===== src/fss_pkg.sv =====
`default_nettype none
package fss_pkg;
    // ------------------------------------------------------------
    // Timing
    // ------------------------------------------------------------
    localparam int CLK_HZ = 50_000_000;
    localparam int MS_PER_S = 1000;
    localparam int MS_CYCLES = CLK_HZ / MS_PER_S;
    localparam int RESET_STAGE_MS = 100;
    localparam int LOCKOUT_S = 5;
    localparam int LOCKOUT_MS = LOCKOUT_S * MS_PER_S;
    localparam logic [15:0] FREQ_OFFSET_PPM = 16'h0640;
    // ------------------------------------------------------------
    // Register offsets
    // ------------------------------------------------------------
    localparam logic [7:0] OFS_CTRL = 8'h00;
    localparam logic [7:0] OFS_STATUS = 8'h04;
    localparam logic [7:0] OFS_PRE_MS = 8'h08;
    localparam logic [7:0] OFS_FAULT_MS = 8'h0C;
    localparam logic [7:0] OFS_POST_MS = 8'h10;
    localparam logic [7:0] OFS_LINK_DLY = 8'h14;
    localparam logic [7:0] OFS_QTY_BASE = 8'h40;
    localparam logic [7:0] OFS_QTY_LAST = 8'h9C;
    localparam int QTY_WORDS = 24;
    localparam logic [4:0] QTY_PRE_BASE = 5'h00;
    localparam logic [4:0] QTY_FAULT_BASE = 5'h08;
    localparam logic [4:0] QTY_POST_BASE = 5'h10;
    // ------------------------------------------------------------
    // Field positions and reset values
    // ------------------------------------------------------------
    localparam int CTRL_START = 0;
    localparam int CTRL_STOP = 1;
    localparam int CTRL_TRIP_POLICY = 2;
    localparam int CTRL_FP_EN = 3;
    localparam int CTRL_XS_EN = 4;
    localparam logic [15:0] PRE_MS_RESET = 16'h03E8;
    localparam logic [15:0] FAULT_MS_RESET = 16'h03E8;
    localparam logic [15:0] POST_MS_RESET = 16'h03E8;
    localparam logic [15:0] LINK_DLY_RESET = 16'h0064;
    // ------------------------------------------------------------
    // State codes and states
    // ------------------------------------------------------------
    localparam logic [2:0] CODE_NORMAL = 3'h0;
    localparam logic [2:0] CODE_PRE = 3'h1;
    localparam logic [2:0] CODE_FAULT = 3'h2;
    localparam logic [2:0] CODE_POST = 3'h3;
    localparam logic [2:0] CODE_RESET = 3'h4;
    typedef enum logic [2:0] {
        ST_IDLE, ST_LINK_WAIT, ST_RST_PRE, ST_PRE, ST_FAULT, ST_POST, ST_RST_POST
    } fss_state_type;
endpackage
`default_nettype wire


===== src/fss_sequencer.sv =====
`timescale 1ns/1ps
`default_nettype none
//Behaviour
//- A run passes pre-fault, fault, post-fault in this order.
//- A 100 ms reset stage precedes pre-fault and follows post-fault.
//- State code: 0 normal, 1 pre, 2 fault, 3 post, 4 reset.
//- Phase durations and simulated quantities per phase are programmable.
//- Phase current above threshold aborts a run at once.
//- After overcurrent abort, restart refused until 5 s below threshold.
//- Either external block input prevents the simulator from starting.
//- Force-to-post in pre-fault or fault jumps to post-fault.
//- Energy counters halt while a run is active.
//- Simulated voltages are phase-to-neutral while a run is active.
//- Simulated frequency sits 0.16 percent above rated.
//- Without trip policy, trip commands are suppressed during a run.
//- Manual start without force-to-post runs the whole sequence.
//- Manual stop ends the run and returns to normal.
//- External start input starts a run unless blocked or overcurrent.
//- Link active: trigger remote, wait link delay, then start.
//- Link active: signal remote force-post, wait delay, then post-fault.
//- Link inactive at start: local run only, no trigger.
//- Link lost during run: continue, treat remote currents as zero.
//- Overcurrent abort reaches both devices with no link delay.
module fss_sequencer #(
    parameter int MS_CYCLES = fss_pkg::MS_CYCLES,
    parameter int RESET_STAGE_MS = fss_pkg::RESET_STAGE_MS,
    parameter int LOCKOUT_MS = fss_pkg::LOCKOUT_MS
) (
    // Clock and reset
    input wire logic mclk,
    input wire logic nrst,
    // APB slave
    input wire logic psel,
    input wire logic penable,
    input wire logic pwrite,
    input wire logic [7:0] paddr,
    input wire logic [31:0] pwdata,
    output logic [31:0] prdata,
    output logic pready,
    output logic pslverr,
    // Assigned signals from pins
    input wire logic externalBlockInputOne,
    input wire logic externalBlockInputTwo,
    input wire logic forceToPostInput,
    input wire logic externalSimStartInput,
    // Protection side
    input wire logic phaseOverThreshold,
    input wire logic protTripDecision,
    input wire logic [2:0] simChanSel,
    output logic breakerTripCommand,
    output logic protResetStage,
    output logic simActive,
    output logic energyCountHalt,
    output logic voltPhaseNeutral,
    output logic [15:0] simFreqOffsetPpm,
    output logic [2:0] stateCode,
    output logic [31:0] simChanValue,
    // Protection link
    input wire logic linkActive,
    input wire logic remoteStartIn,
    input wire logic remoteForcePostIn,
    input wire logic remoteAbortIn,
    output logic remoteStartTrigger,
    output logic remoteForcePostTrigger,
    output logic remoteAbortTrigger,
    output logic remoteCurrentZero
);
    // ------------------------------------------------------------
    // State
    // ------------------------------------------------------------
    typedef struct packed {
        fss_pkg::fss_state_type st;
        logic [15:0] msDiv;
        logic [15:0] phaseCnt;
        logic [15:0] linkCnt;
        logic fpPending;
        logic lockout;
        logic [15:0] lockCnt;
        logic [1:0] blk1;
        logic [1:0] blk2;
        logic [1:0] fpost;
        logic [1:0] xstart;
        logic fpostD;
        logic xstartD;
        logic tripPolicy;
        logic fpEn;
        logic xsEn;
        logic [15:0] preMs;
        logic [15:0] faultMs;
        logic [15:0] postMs;
        logic [15:0] linkDly;
        logic remStart;
        logic remFp;
        logic remAbort;
        logic trip;
        logic [2:0] code;
        logic [31:0] rdata;
        logic [31:0] chanVal;
    } fss_regs_type;

    localparam fss_regs_type REGS_RESET = '{
        st: fss_pkg::ST_IDLE,
        preMs: fss_pkg::PRE_MS_RESET,
        faultMs: fss_pkg::FAULT_MS_RESET,
        postMs: fss_pkg::POST_MS_RESET,
        linkDly: fss_pkg::LINK_DLY_RESET,
        default: '0
    };

    fss_regs_type s;
    fss_regs_type next_s;
    logic [31:0] qtyTable [0:fss_pkg::QTY_WORDS-1];

    logic msTick;
    logic wrAcc;
    logic qtyHit;
    logic mapped;
    logic [4:0] qtyIdx;
    logic [4:0] chanIdx;
    logic startCmd;
    logic stopCmd;
    logic fpRise;
    logic xsRise;
    logic blocked;
    logic startOk;
    logic running;
    logic abort;
    logic phaseDone;
    logic [15:0] curDur;

    // ------------------------------------------------------------
    // Address decode
    // ------------------------------------------------------------
    always_comb begin
        qtyHit = (paddr >= fss_pkg::OFS_QTY_BASE) && (paddr <= fss_pkg::OFS_QTY_LAST) && (paddr[1:0] == 2'h0);
        qtyIdx = 5'((paddr - fss_pkg::OFS_QTY_BASE) >> 2);
        if (paddr == fss_pkg::OFS_CTRL) begin
            mapped = 1'b1;
        end else if (paddr == fss_pkg::OFS_STATUS) begin
            mapped = 1'b1;
        end else if (paddr == fss_pkg::OFS_PRE_MS || paddr == fss_pkg::OFS_FAULT_MS) begin
            mapped = 1'b1;
        end else if (paddr == fss_pkg::OFS_POST_MS || paddr == fss_pkg::OFS_LINK_DLY) begin
            mapped = 1'b1;
        end else begin
            mapped = qtyHit;
        end
    end

    assign pready = psel & penable;
    assign pslverr = psel & penable & ~mapped;
    assign wrAcc = psel & penable & pwrite & mapped;
    assign startCmd = wrAcc && paddr == fss_pkg::OFS_CTRL && pwdata[fss_pkg::CTRL_START];
    assign stopCmd = wrAcc && paddr == fss_pkg::OFS_CTRL && pwdata[fss_pkg::CTRL_STOP];

    // ------------------------------------------------------------
    // Sequencer
    // ------------------------------------------------------------
    assign msTick = (s.msDiv == 16'(MS_CYCLES - 1));
    assign fpRise = s.fpEn & s.fpost[1] & ~s.fpostD;
    assign xsRise = s.xsEn & s.xstart[1] & ~s.xstartD;
    assign blocked = s.blk1[1] | s.blk2[1];
    assign startOk = ~blocked & ~phaseOverThreshold & ~s.lockout;
    assign running = (s.st != fss_pkg::ST_IDLE) && (s.st != fss_pkg::ST_LINK_WAIT);
    assign abort = (s.st != fss_pkg::ST_IDLE) && (phaseOverThreshold | remoteAbortIn);
    assign phaseDone = msTick && ((s.phaseCnt + 16'h0001) >= curDur);

    always_comb begin
        case (s.st)
            fss_pkg::ST_PRE: curDur = s.preMs;
            fss_pkg::ST_FAULT: curDur = s.faultMs;
            fss_pkg::ST_POST: curDur = s.postMs;
            default: curDur = 16'(RESET_STAGE_MS);
        endcase
    end

    always_comb begin
        next_s = s;
        next_s.remStart = 1'b0;
        next_s.remFp = 1'b0;
        next_s.remAbort = 1'b0;
        next_s.blk1 = {s.blk1[0], externalBlockInputOne};
        next_s.blk2 = {s.blk2[0], externalBlockInputTwo};
        next_s.fpost = {s.fpost[0], forceToPostInput};
        next_s.xstart = {s.xstart[0], externalSimStartInput};
        next_s.fpostD = s.fpost[1];
        next_s.xstartD = s.xstart[1];
        next_s.msDiv = msTick ? 16'h0000 : s.msDiv + 16'h0001;
        // Register writes
        if (wrAcc) begin
            if (paddr == fss_pkg::OFS_CTRL) begin
                next_s.tripPolicy = pwdata[fss_pkg::CTRL_TRIP_POLICY];
                next_s.fpEn = pwdata[fss_pkg::CTRL_FP_EN];
                next_s.xsEn = pwdata[fss_pkg::CTRL_XS_EN];
            end else if (paddr == fss_pkg::OFS_PRE_MS) begin
                next_s.preMs = pwdata[15:0];
            end else if (paddr == fss_pkg::OFS_FAULT_MS) begin
                next_s.faultMs = pwdata[15:0];
            end else if (paddr == fss_pkg::OFS_POST_MS) begin
                next_s.postMs = pwdata[15:0];
            end else if (paddr == fss_pkg::OFS_LINK_DLY) begin
                next_s.linkDly = pwdata[15:0];
            end
        end
        // Phase sequence
        case (s.st)
            fss_pkg::ST_IDLE: begin
                if ((startCmd | xsRise) && startOk) begin
                    if (linkActive) begin
                        next_s.remStart = 1'b1;
                        next_s.linkCnt = 16'h0000;
                        next_s.st = fss_pkg::ST_LINK_WAIT;
                    end else begin
                        next_s.st = fss_pkg::ST_RST_PRE;
                    end
                end else if (remoteStartIn && startOk) begin
                    next_s.st = fss_pkg::ST_RST_PRE;
                end
            end
            fss_pkg::ST_LINK_WAIT: begin
                if (s.linkCnt >= s.linkDly) begin
                    next_s.st = fss_pkg::ST_RST_PRE;
                end else begin
                    next_s.linkCnt = s.linkCnt + 16'h0001;
                end
            end
            fss_pkg::ST_RST_PRE: begin
                if (phaseDone) begin
                    next_s.st = fss_pkg::ST_PRE;
                end
            end
            fss_pkg::ST_PRE, fss_pkg::ST_FAULT: begin
                if (s.fpPending) begin
                    if (s.linkCnt >= s.linkDly) begin
                        next_s.st = fss_pkg::ST_POST;
                    end else begin
                        next_s.linkCnt = s.linkCnt + 16'h0001;
                    end
                end else if (fpRise && linkActive) begin
                    next_s.remFp = 1'b1;
                    next_s.fpPending = 1'b1;
                    next_s.linkCnt = 16'h0000;
                end else if (fpRise || remoteForcePostIn) begin
                    next_s.st = fss_pkg::ST_POST;
                end else if (phaseDone) begin
                    next_s.st = (s.st == fss_pkg::ST_PRE) ? fss_pkg::ST_FAULT : fss_pkg::ST_POST;
                end
            end
            fss_pkg::ST_POST: begin
                if (phaseDone) begin
                    next_s.st = fss_pkg::ST_RST_POST;
                end
            end
            fss_pkg::ST_RST_POST: begin
                if (phaseDone) begin
                    next_s.st = fss_pkg::ST_IDLE;
                end
            end
            default: next_s.st = fss_pkg::ST_IDLE;
        endcase
        // Stop and abort override the sequence
        if (stopCmd || abort) begin
            next_s.st = fss_pkg::ST_IDLE;
        end
        if (abort && phaseOverThreshold) begin
            next_s.lockout = 1'b1;
            next_s.remAbort = linkActive;
        end
        if (next_s.st != fss_pkg::ST_PRE && next_s.st != fss_pkg::ST_FAULT) begin
            next_s.fpPending = 1'b0;
        end
        next_s.phaseCnt = (next_s.st != s.st) ? 16'h0000 : (msTick ? s.phaseCnt + 16'h0001 : s.phaseCnt);
        // Restart lockout after overcurrent
        if (phaseOverThreshold) begin
            next_s.lockCnt = 16'h0000;
        end else if (s.lockout && msTick) begin
            if (s.lockCnt >= 16'(LOCKOUT_MS - 1)) begin
                next_s.lockout = 1'b0;
            end else begin
                next_s.lockCnt = s.lockCnt + 16'h0001;
            end
        end
        // Outputs
        case (next_s.st)
            fss_pkg::ST_PRE: next_s.code = fss_pkg::CODE_PRE;
            fss_pkg::ST_FAULT: next_s.code = fss_pkg::CODE_FAULT;
            fss_pkg::ST_POST: next_s.code = fss_pkg::CODE_POST;
            fss_pkg::ST_RST_PRE, fss_pkg::ST_RST_POST: next_s.code = fss_pkg::CODE_RESET;
            default: next_s.code = fss_pkg::CODE_NORMAL;
        endcase
        next_s.trip = protTripDecision & (s.tripPolicy | ~running);
        next_s.chanVal = (chanIdx != 5'h1F) ? qtyTable[chanIdx] : 32'h0000_0000;
        // Read data captured in setup
        if (psel && !penable) begin
            if (paddr == fss_pkg::OFS_CTRL) begin
                next_s.rdata = {27'h0, s.xsEn, s.fpEn, s.tripPolicy, 2'h0};
            end else if (paddr == fss_pkg::OFS_STATUS) begin
                next_s.rdata = {25'h0, phaseOverThreshold, blocked, s.lockout, running, s.code};
            end else if (paddr == fss_pkg::OFS_PRE_MS) begin
                next_s.rdata = {16'h0, s.preMs};
            end else if (paddr == fss_pkg::OFS_FAULT_MS) begin
                next_s.rdata = {16'h0, s.faultMs};
            end else if (paddr == fss_pkg::OFS_POST_MS) begin
                next_s.rdata = {16'h0, s.postMs};
            end else if (paddr == fss_pkg::OFS_LINK_DLY) begin
                next_s.rdata = {16'h0, s.linkDly};
            end else if (qtyHit) begin
                next_s.rdata = qtyTable[qtyIdx];
            end else begin
                next_s.rdata = 32'h0000_0000;
            end
        end
    end

    always_comb begin
        case (s.st)
            fss_pkg::ST_PRE: chanIdx = fss_pkg::QTY_PRE_BASE + {2'h0, simChanSel};
            fss_pkg::ST_FAULT: chanIdx = fss_pkg::QTY_FAULT_BASE + {2'h0, simChanSel};
            fss_pkg::ST_POST: chanIdx = fss_pkg::QTY_POST_BASE + {2'h0, simChanSel};
            default: chanIdx = 5'h1F;
        endcase
    end

    always_ff @(posedge mclk or negedge nrst) begin
        if (!nrst) begin
            s <= REGS_RESET;
        end else begin
            s <= next_s;
        end
    end

    // ------------------------------------------------------------
    // Simulated quantity table
    // ------------------------------------------------------------
    always_ff @(posedge mclk) begin
        if (wrAcc && qtyHit) begin
            qtyTable[qtyIdx] <= pwdata;
        end
    end

    // ------------------------------------------------------------
    // Outputs
    // ------------------------------------------------------------
    assign prdata = s.rdata;
    assign breakerTripCommand = s.trip;
    assign protResetStage = (s.st == fss_pkg::ST_RST_PRE) || (s.st == fss_pkg::ST_RST_POST);
    assign simActive = running;
    assign energyCountHalt = running;
    assign voltPhaseNeutral = running;
    assign simFreqOffsetPpm = fss_pkg::FREQ_OFFSET_PPM;
    assign stateCode = s.code;
    assign simChanValue = s.chanVal;
    assign remoteStartTrigger = s.remStart;
    assign remoteForcePostTrigger = s.remFp;
    assign remoteAbortTrigger = s.remAbort;
    assign remoteCurrentZero = running & ~linkActive;
endmodule // fss_sequencer
`default_nettype wire


===== config.mk =====
export PLATFORM = sky130hd
export DESIGN_NAME = fss_sequencer
export DESIGN_NICKNAME = d
export VERILOG_FILES = /design/src/fss_pkg.sv /design/src/fss_sequencer.sv
export SDC_FILE = /design/constraint.sdc
export NUM_CORES = 2
export LEC_CHECK = 0
export ABC_AREA = 1
export CAP_MARGIN = 20
export CELL_PAD_IN_SITES_DETAIL_PLACEMENT = 1
export CELL_PAD_IN_SITES_GLOBAL_PLACEMENT = 2
export CORE_ASPECT_RATIO = 1.4
export CORE_UTILIZATION = 42
export CTS_BUF_LIST = sky130_fd_sc_hd__clkbuf_16
export CTS_CLUSTER_SIZE = 20
export DETAILED_ROUTE_END_ITERATION = 8
export DONT_BUFFER_PORTS = 1
export HOLD_SLACK_MARGIN = 0.12
export PLACE_DENSITY = 0.77
export SLEW_MARGIN = 40
export SYNTH_ARGS = -nofsm -noshare
export SYNTH_HDL_FRONTEND = slang
export SYNTH_SLANG_ARGS = --single-unit

===== constraint.sdc =====
create_clock -name mclk -period 4.7 [get_ports mclk]
set_clock_uncertainty 0.2 [all_clocks]
set_input_delay 0.705 -clock mclk [delete_from_list [all_inputs] [get_ports mclk]]
set_output_delay 0.705 -clock mclk [all_outputs]
set_load 0.02 [all_outputs]

==> flow_metrics.env <==
export IMPL_htreeDepth=3
export IMPL_drt_initial_drc_count=3151
export IMPL_die_height_um=394
export IMPL_die_w_um=282
export IMPL_numPortBuffers=0
export IMPL_fin_crit_ns=4.30
export IMPL_final_util_pct=47.4
export IMPL_ios=152
export IMPL_drive_gt1_share_pct=9.90
export IMPL_drv_cap=0
export IMPL_nNetsFinal=4491
export IMPL_ys_seq_elements=985
export IMPL_std_cell_rows=143
export IMPL_viasPerCell=6.19
export IMPL_synthToLayoutAreaGrowth_pct=11.7
export IMPL_hold_violations=217
export IMPL_final_max_slew_viol_count=0
export IMPL_grt_first_pass_wirelength_um=256000
export IMPL_start_util_pct=42.5
export IMPL_cts_setup_buffers=0
export IMPL_synthTopCellsByArea="edfxtp_1 (50%), dfrtp_1 (11%), nand2_1 (7.6%)"
export IMPL_clock_path_buffers=3
export IMPL_synth_cell_area_um2=46200
export IMPL_cts_sinks=985
export IMPL_synth_distinct_cells=59
export IMPL_ir_drop_uv=283
export IMPL_status="finished with violations"
export IMPL_rsz0062_at_grt="no"
export IMPL_fmax_mhz=233
export IMPL_ctsHoldBuffers=40
export IMPL_synth_top_cell_by_area="edfxtp_1"
export IMPL_setup_violations=0
export IMPL_timing_setup_tns_ns=0
export IMPL_grt_max_degree=218
export IMPL_drc_errors=0
export IMPL_dr_pass1_iters=6
export IMPL_rr_worst_depth=24
export IMPL_cts_tree="yes"
export IMPL_worstPathRequired_ns=5.13
export IMPL_seq_area_um2=28500
export IMPL_wl_per_cell_um=29.7
export IMPL_synth_top_area_share_pct=49.9
export IMPL_start_kind="register"
export IMPL_yosys_warnings=0
export IMPL_fin_hold_ws_ns=-0.528
export IMPL_gr_total_overflow=0
export IMPL_wirelength_um=177000
export IMPL_grt_total_usage_pct=31.5
export IMPL_finalCritPeriodShare_pct=91.4
export IMPL_cp_max_fo=12
export IMPL_grt_pass1_vias=38100
export IMPL_tightestPinTransition_ns=0.904
export IMPL_powerDensity_nw_per_um2=386
export IMPL_synthArstFlopShare_pct=22.0
export IMPL_path_clk_slew_ns=0.06
export IMPL_die_area_um2=111000
export IMPL_ys_seq_area_share_pct=61.8
export IMPL_synthesis_instances=4485
export IMPL_crit_type="register to register"
export IMPL_endpoint_kind="register"
export IMPL_synth_ff_type="edfxtp_1"
export IMPL_antenna_found_initial=10
export IMPL_cp_arrival_ns=4.73
export IMPL_slew_headroom_pct=39.7
export IMPL_synth_most_common_cell="nand2_1"
export IMPL_cts_buffers=104
export IMPL_total_leakage_power_nw=18.5
export IMPL_synth_edf_count=768
export IMPL_clkLatencyLatePin_ns=0.74
export IMPL_holdCritPathClass="primary input to asynchronous set/reset pin"
export IMPL_violations="hold timing"
export IMPL_gp_congestion=0.869
export IMPL_root_buffer="clkbuf_16"
export IMPL_timing_rr_start="s[216]$_DFF_PN0_"
export IMPL_synth_top_cells_by_count="nand2_1 (937), edfxtp_1 (768), nand3_1 (424), o22ai_1 (380), o21ai_0 (277)"
export IMPL_core_area_um2=109000
export IMPL_multiInputGateArea_um2=15200
export IMPL_vias=36800
export IMPL_crit_path_start="s[216]$_DFF_PN0_"
export IMPL_fillers=12000
export IMPL_drtAntennaViolNets=0
export IMPL_hpwl_um=103000
export IMPL_syn_area_per_cell_um2=10.3
==> stage by stage <==
step	power (W)	instances	area, um^2	worst slack, ns	hold slack [ns]
floorplan	0.0111	4499	46200	0.730	0.131
global placement	0.0115	5698	47800	0.354	0.134
detailed placement	0.0115	5700	47900	0.257	0.137
CTS	0.0200	5935	51700	0.255	-0.567
global route	0.0205	5939	51600	0.0193	-0.545
finish	0.0199	5939	51600	0.403	-0.528
==> what timing repair did <==
action,CTS,global route
hold endpoints to repair,1077,217
gates resized for setup,0,9
setup endpoints to repair,0,16
==> state kept, by name (all words and copies together) (netlist names), 3 cells and up <==
register and cells:
simChanValue 32, prdata 32, s 140, stateCode 3, next_s 6, qtyTable 768
==> where the power goes <==
part	switching (W)	leakage, nW	total, W	internal [W]
Sequential	0.000241	9.76	0.00976	0.00952
Clock	0.00363	1.77	0.00842	0.00480
Combinational	0.00130	6.96	0.00175	0.000448
==> worst max-delay path: stages, from the launching register on <==
cell and delay [ns]:
dfrtp_1 0.53, inv_2 0.12, nor2_1 0.29, inv_1 0.13, nor2_4 0.25, inv_1 0.22, o22ai_1 0.17, a21oi_1 0.08
ha_1 0.30, nand4_1 0.15, nor3_1 0.23, nand2_1 0.08, nand2_1 0.13, nand2_1 0.15, nand2_1 0.11, nand2_1 0.07
nand2_1 0.06, nand2_1 0.05, nand2_1 0.08, nand2_1 0.11, nand2_1 0.10, nand2_1 0.06, inv_1 0.20, nand3_4 0.19
nor2_1 0.14
==> routing by layer <==
metal  share of wire (%)  vias to the layer above  GRT usage (%)
li1                    -                    16100              -
met1                  38                    18800           38.1
met2                  51                     1431           55.3
met3                 6.2                      380           4.36
met4                 4.3                       12           13.9
met5               0.046                        -              0
==> cell usage in the layout, fill, tap and decap left out, types with 17 or more instances in the layout <==
| cell type | Yosys | layout |
|---|---|---|
| o22ai_1 | 380 | 380 |
| o21ai_0 | 277 | 277 |
| a221oi_1 | 49 | 49 |
| dfrtp_1 | 196 | 194 |
| ha_1 | 36 | 36 |
| buf_4 | 103 | 101 |
| a31oi_1 | 46 | 46 |
| nor3_1 | 112 | 106 |
| o311ai_0 | 17 | 17 |
| nand2_1 | 937 | 931 |
| buf_12 | 0 | 35 |
| edfxtp_1 | 768 | 768 |
| nand3_1 | 424 | 424 |
| o21a_1 | 34 | 34 |
| o31ai_1 | 23 | 23 |
| a21oi_1 | 193 | 193 |
| buf_2 | 85 | 25 |
| o211ai_1 | 34 | 34 |
| clkinv_1 | 1 | 26 |
| nand4_1 | 34 | 34 |
| nor2_4 | 3 | 30 |
| nor2_2 | 18 | 19 |
| nor2_1 | 154 | 126 |
| inv_1 | 220 | 241 |
| dfstp_2 | 21 | 21 |
| clkbuf_16 | 0 | 106 |
==> final timing paths <==
path | slack [ns] | endpoint
max | 0.40 | s[186]$_DFFE_PN0P_
min | -0.53 | s[156]$_DFFE_PN0P_
max in group asynchronous | 4.20 | prdata[19]$_DFFE_PN0P_
min reg2reg | 0.15 | next_s[138]$_DFF_PN0_
min in group mclk | 0.15 | next_s[138]$_DFF_PN0_
max reg2reg | 0.40 | s[186]$_DFFE_PN0P_
==> kinds of logic (layout without fill, tap and decap cells) <==
logic type | Yosys count | in the layout | synth area share, %
AND/OR/NAND/NOR | 1727 | 1728 | 16.3
AO/OA/AOI/OAI | 1096 | 1096 | 14.4
flip-flops | 985 | 985 | 61.8
buffers and inverters | 617 | 603 | 6.11
adder cells (fa/ha/maj) | 36 | 36 | 0.975
XOR/XNOR | 17 | 17 | 0.322
multiplexers | 5 | 5 | 0.108
other | 2 | 19 | 0.0163
==> final cells by class <==
cell class	instances	area share, %
clock inverters	89	1.50
diodes	3	0.0145
well taps	1450	3.52
multi-input cells	2898	29.5
flip-flops and latches	985	55.3
repair buffers	177	3.36
inverters	231	1.72
clock buffers	106	5.14
No activity file was read; power rests on OpenSTA's default activity.
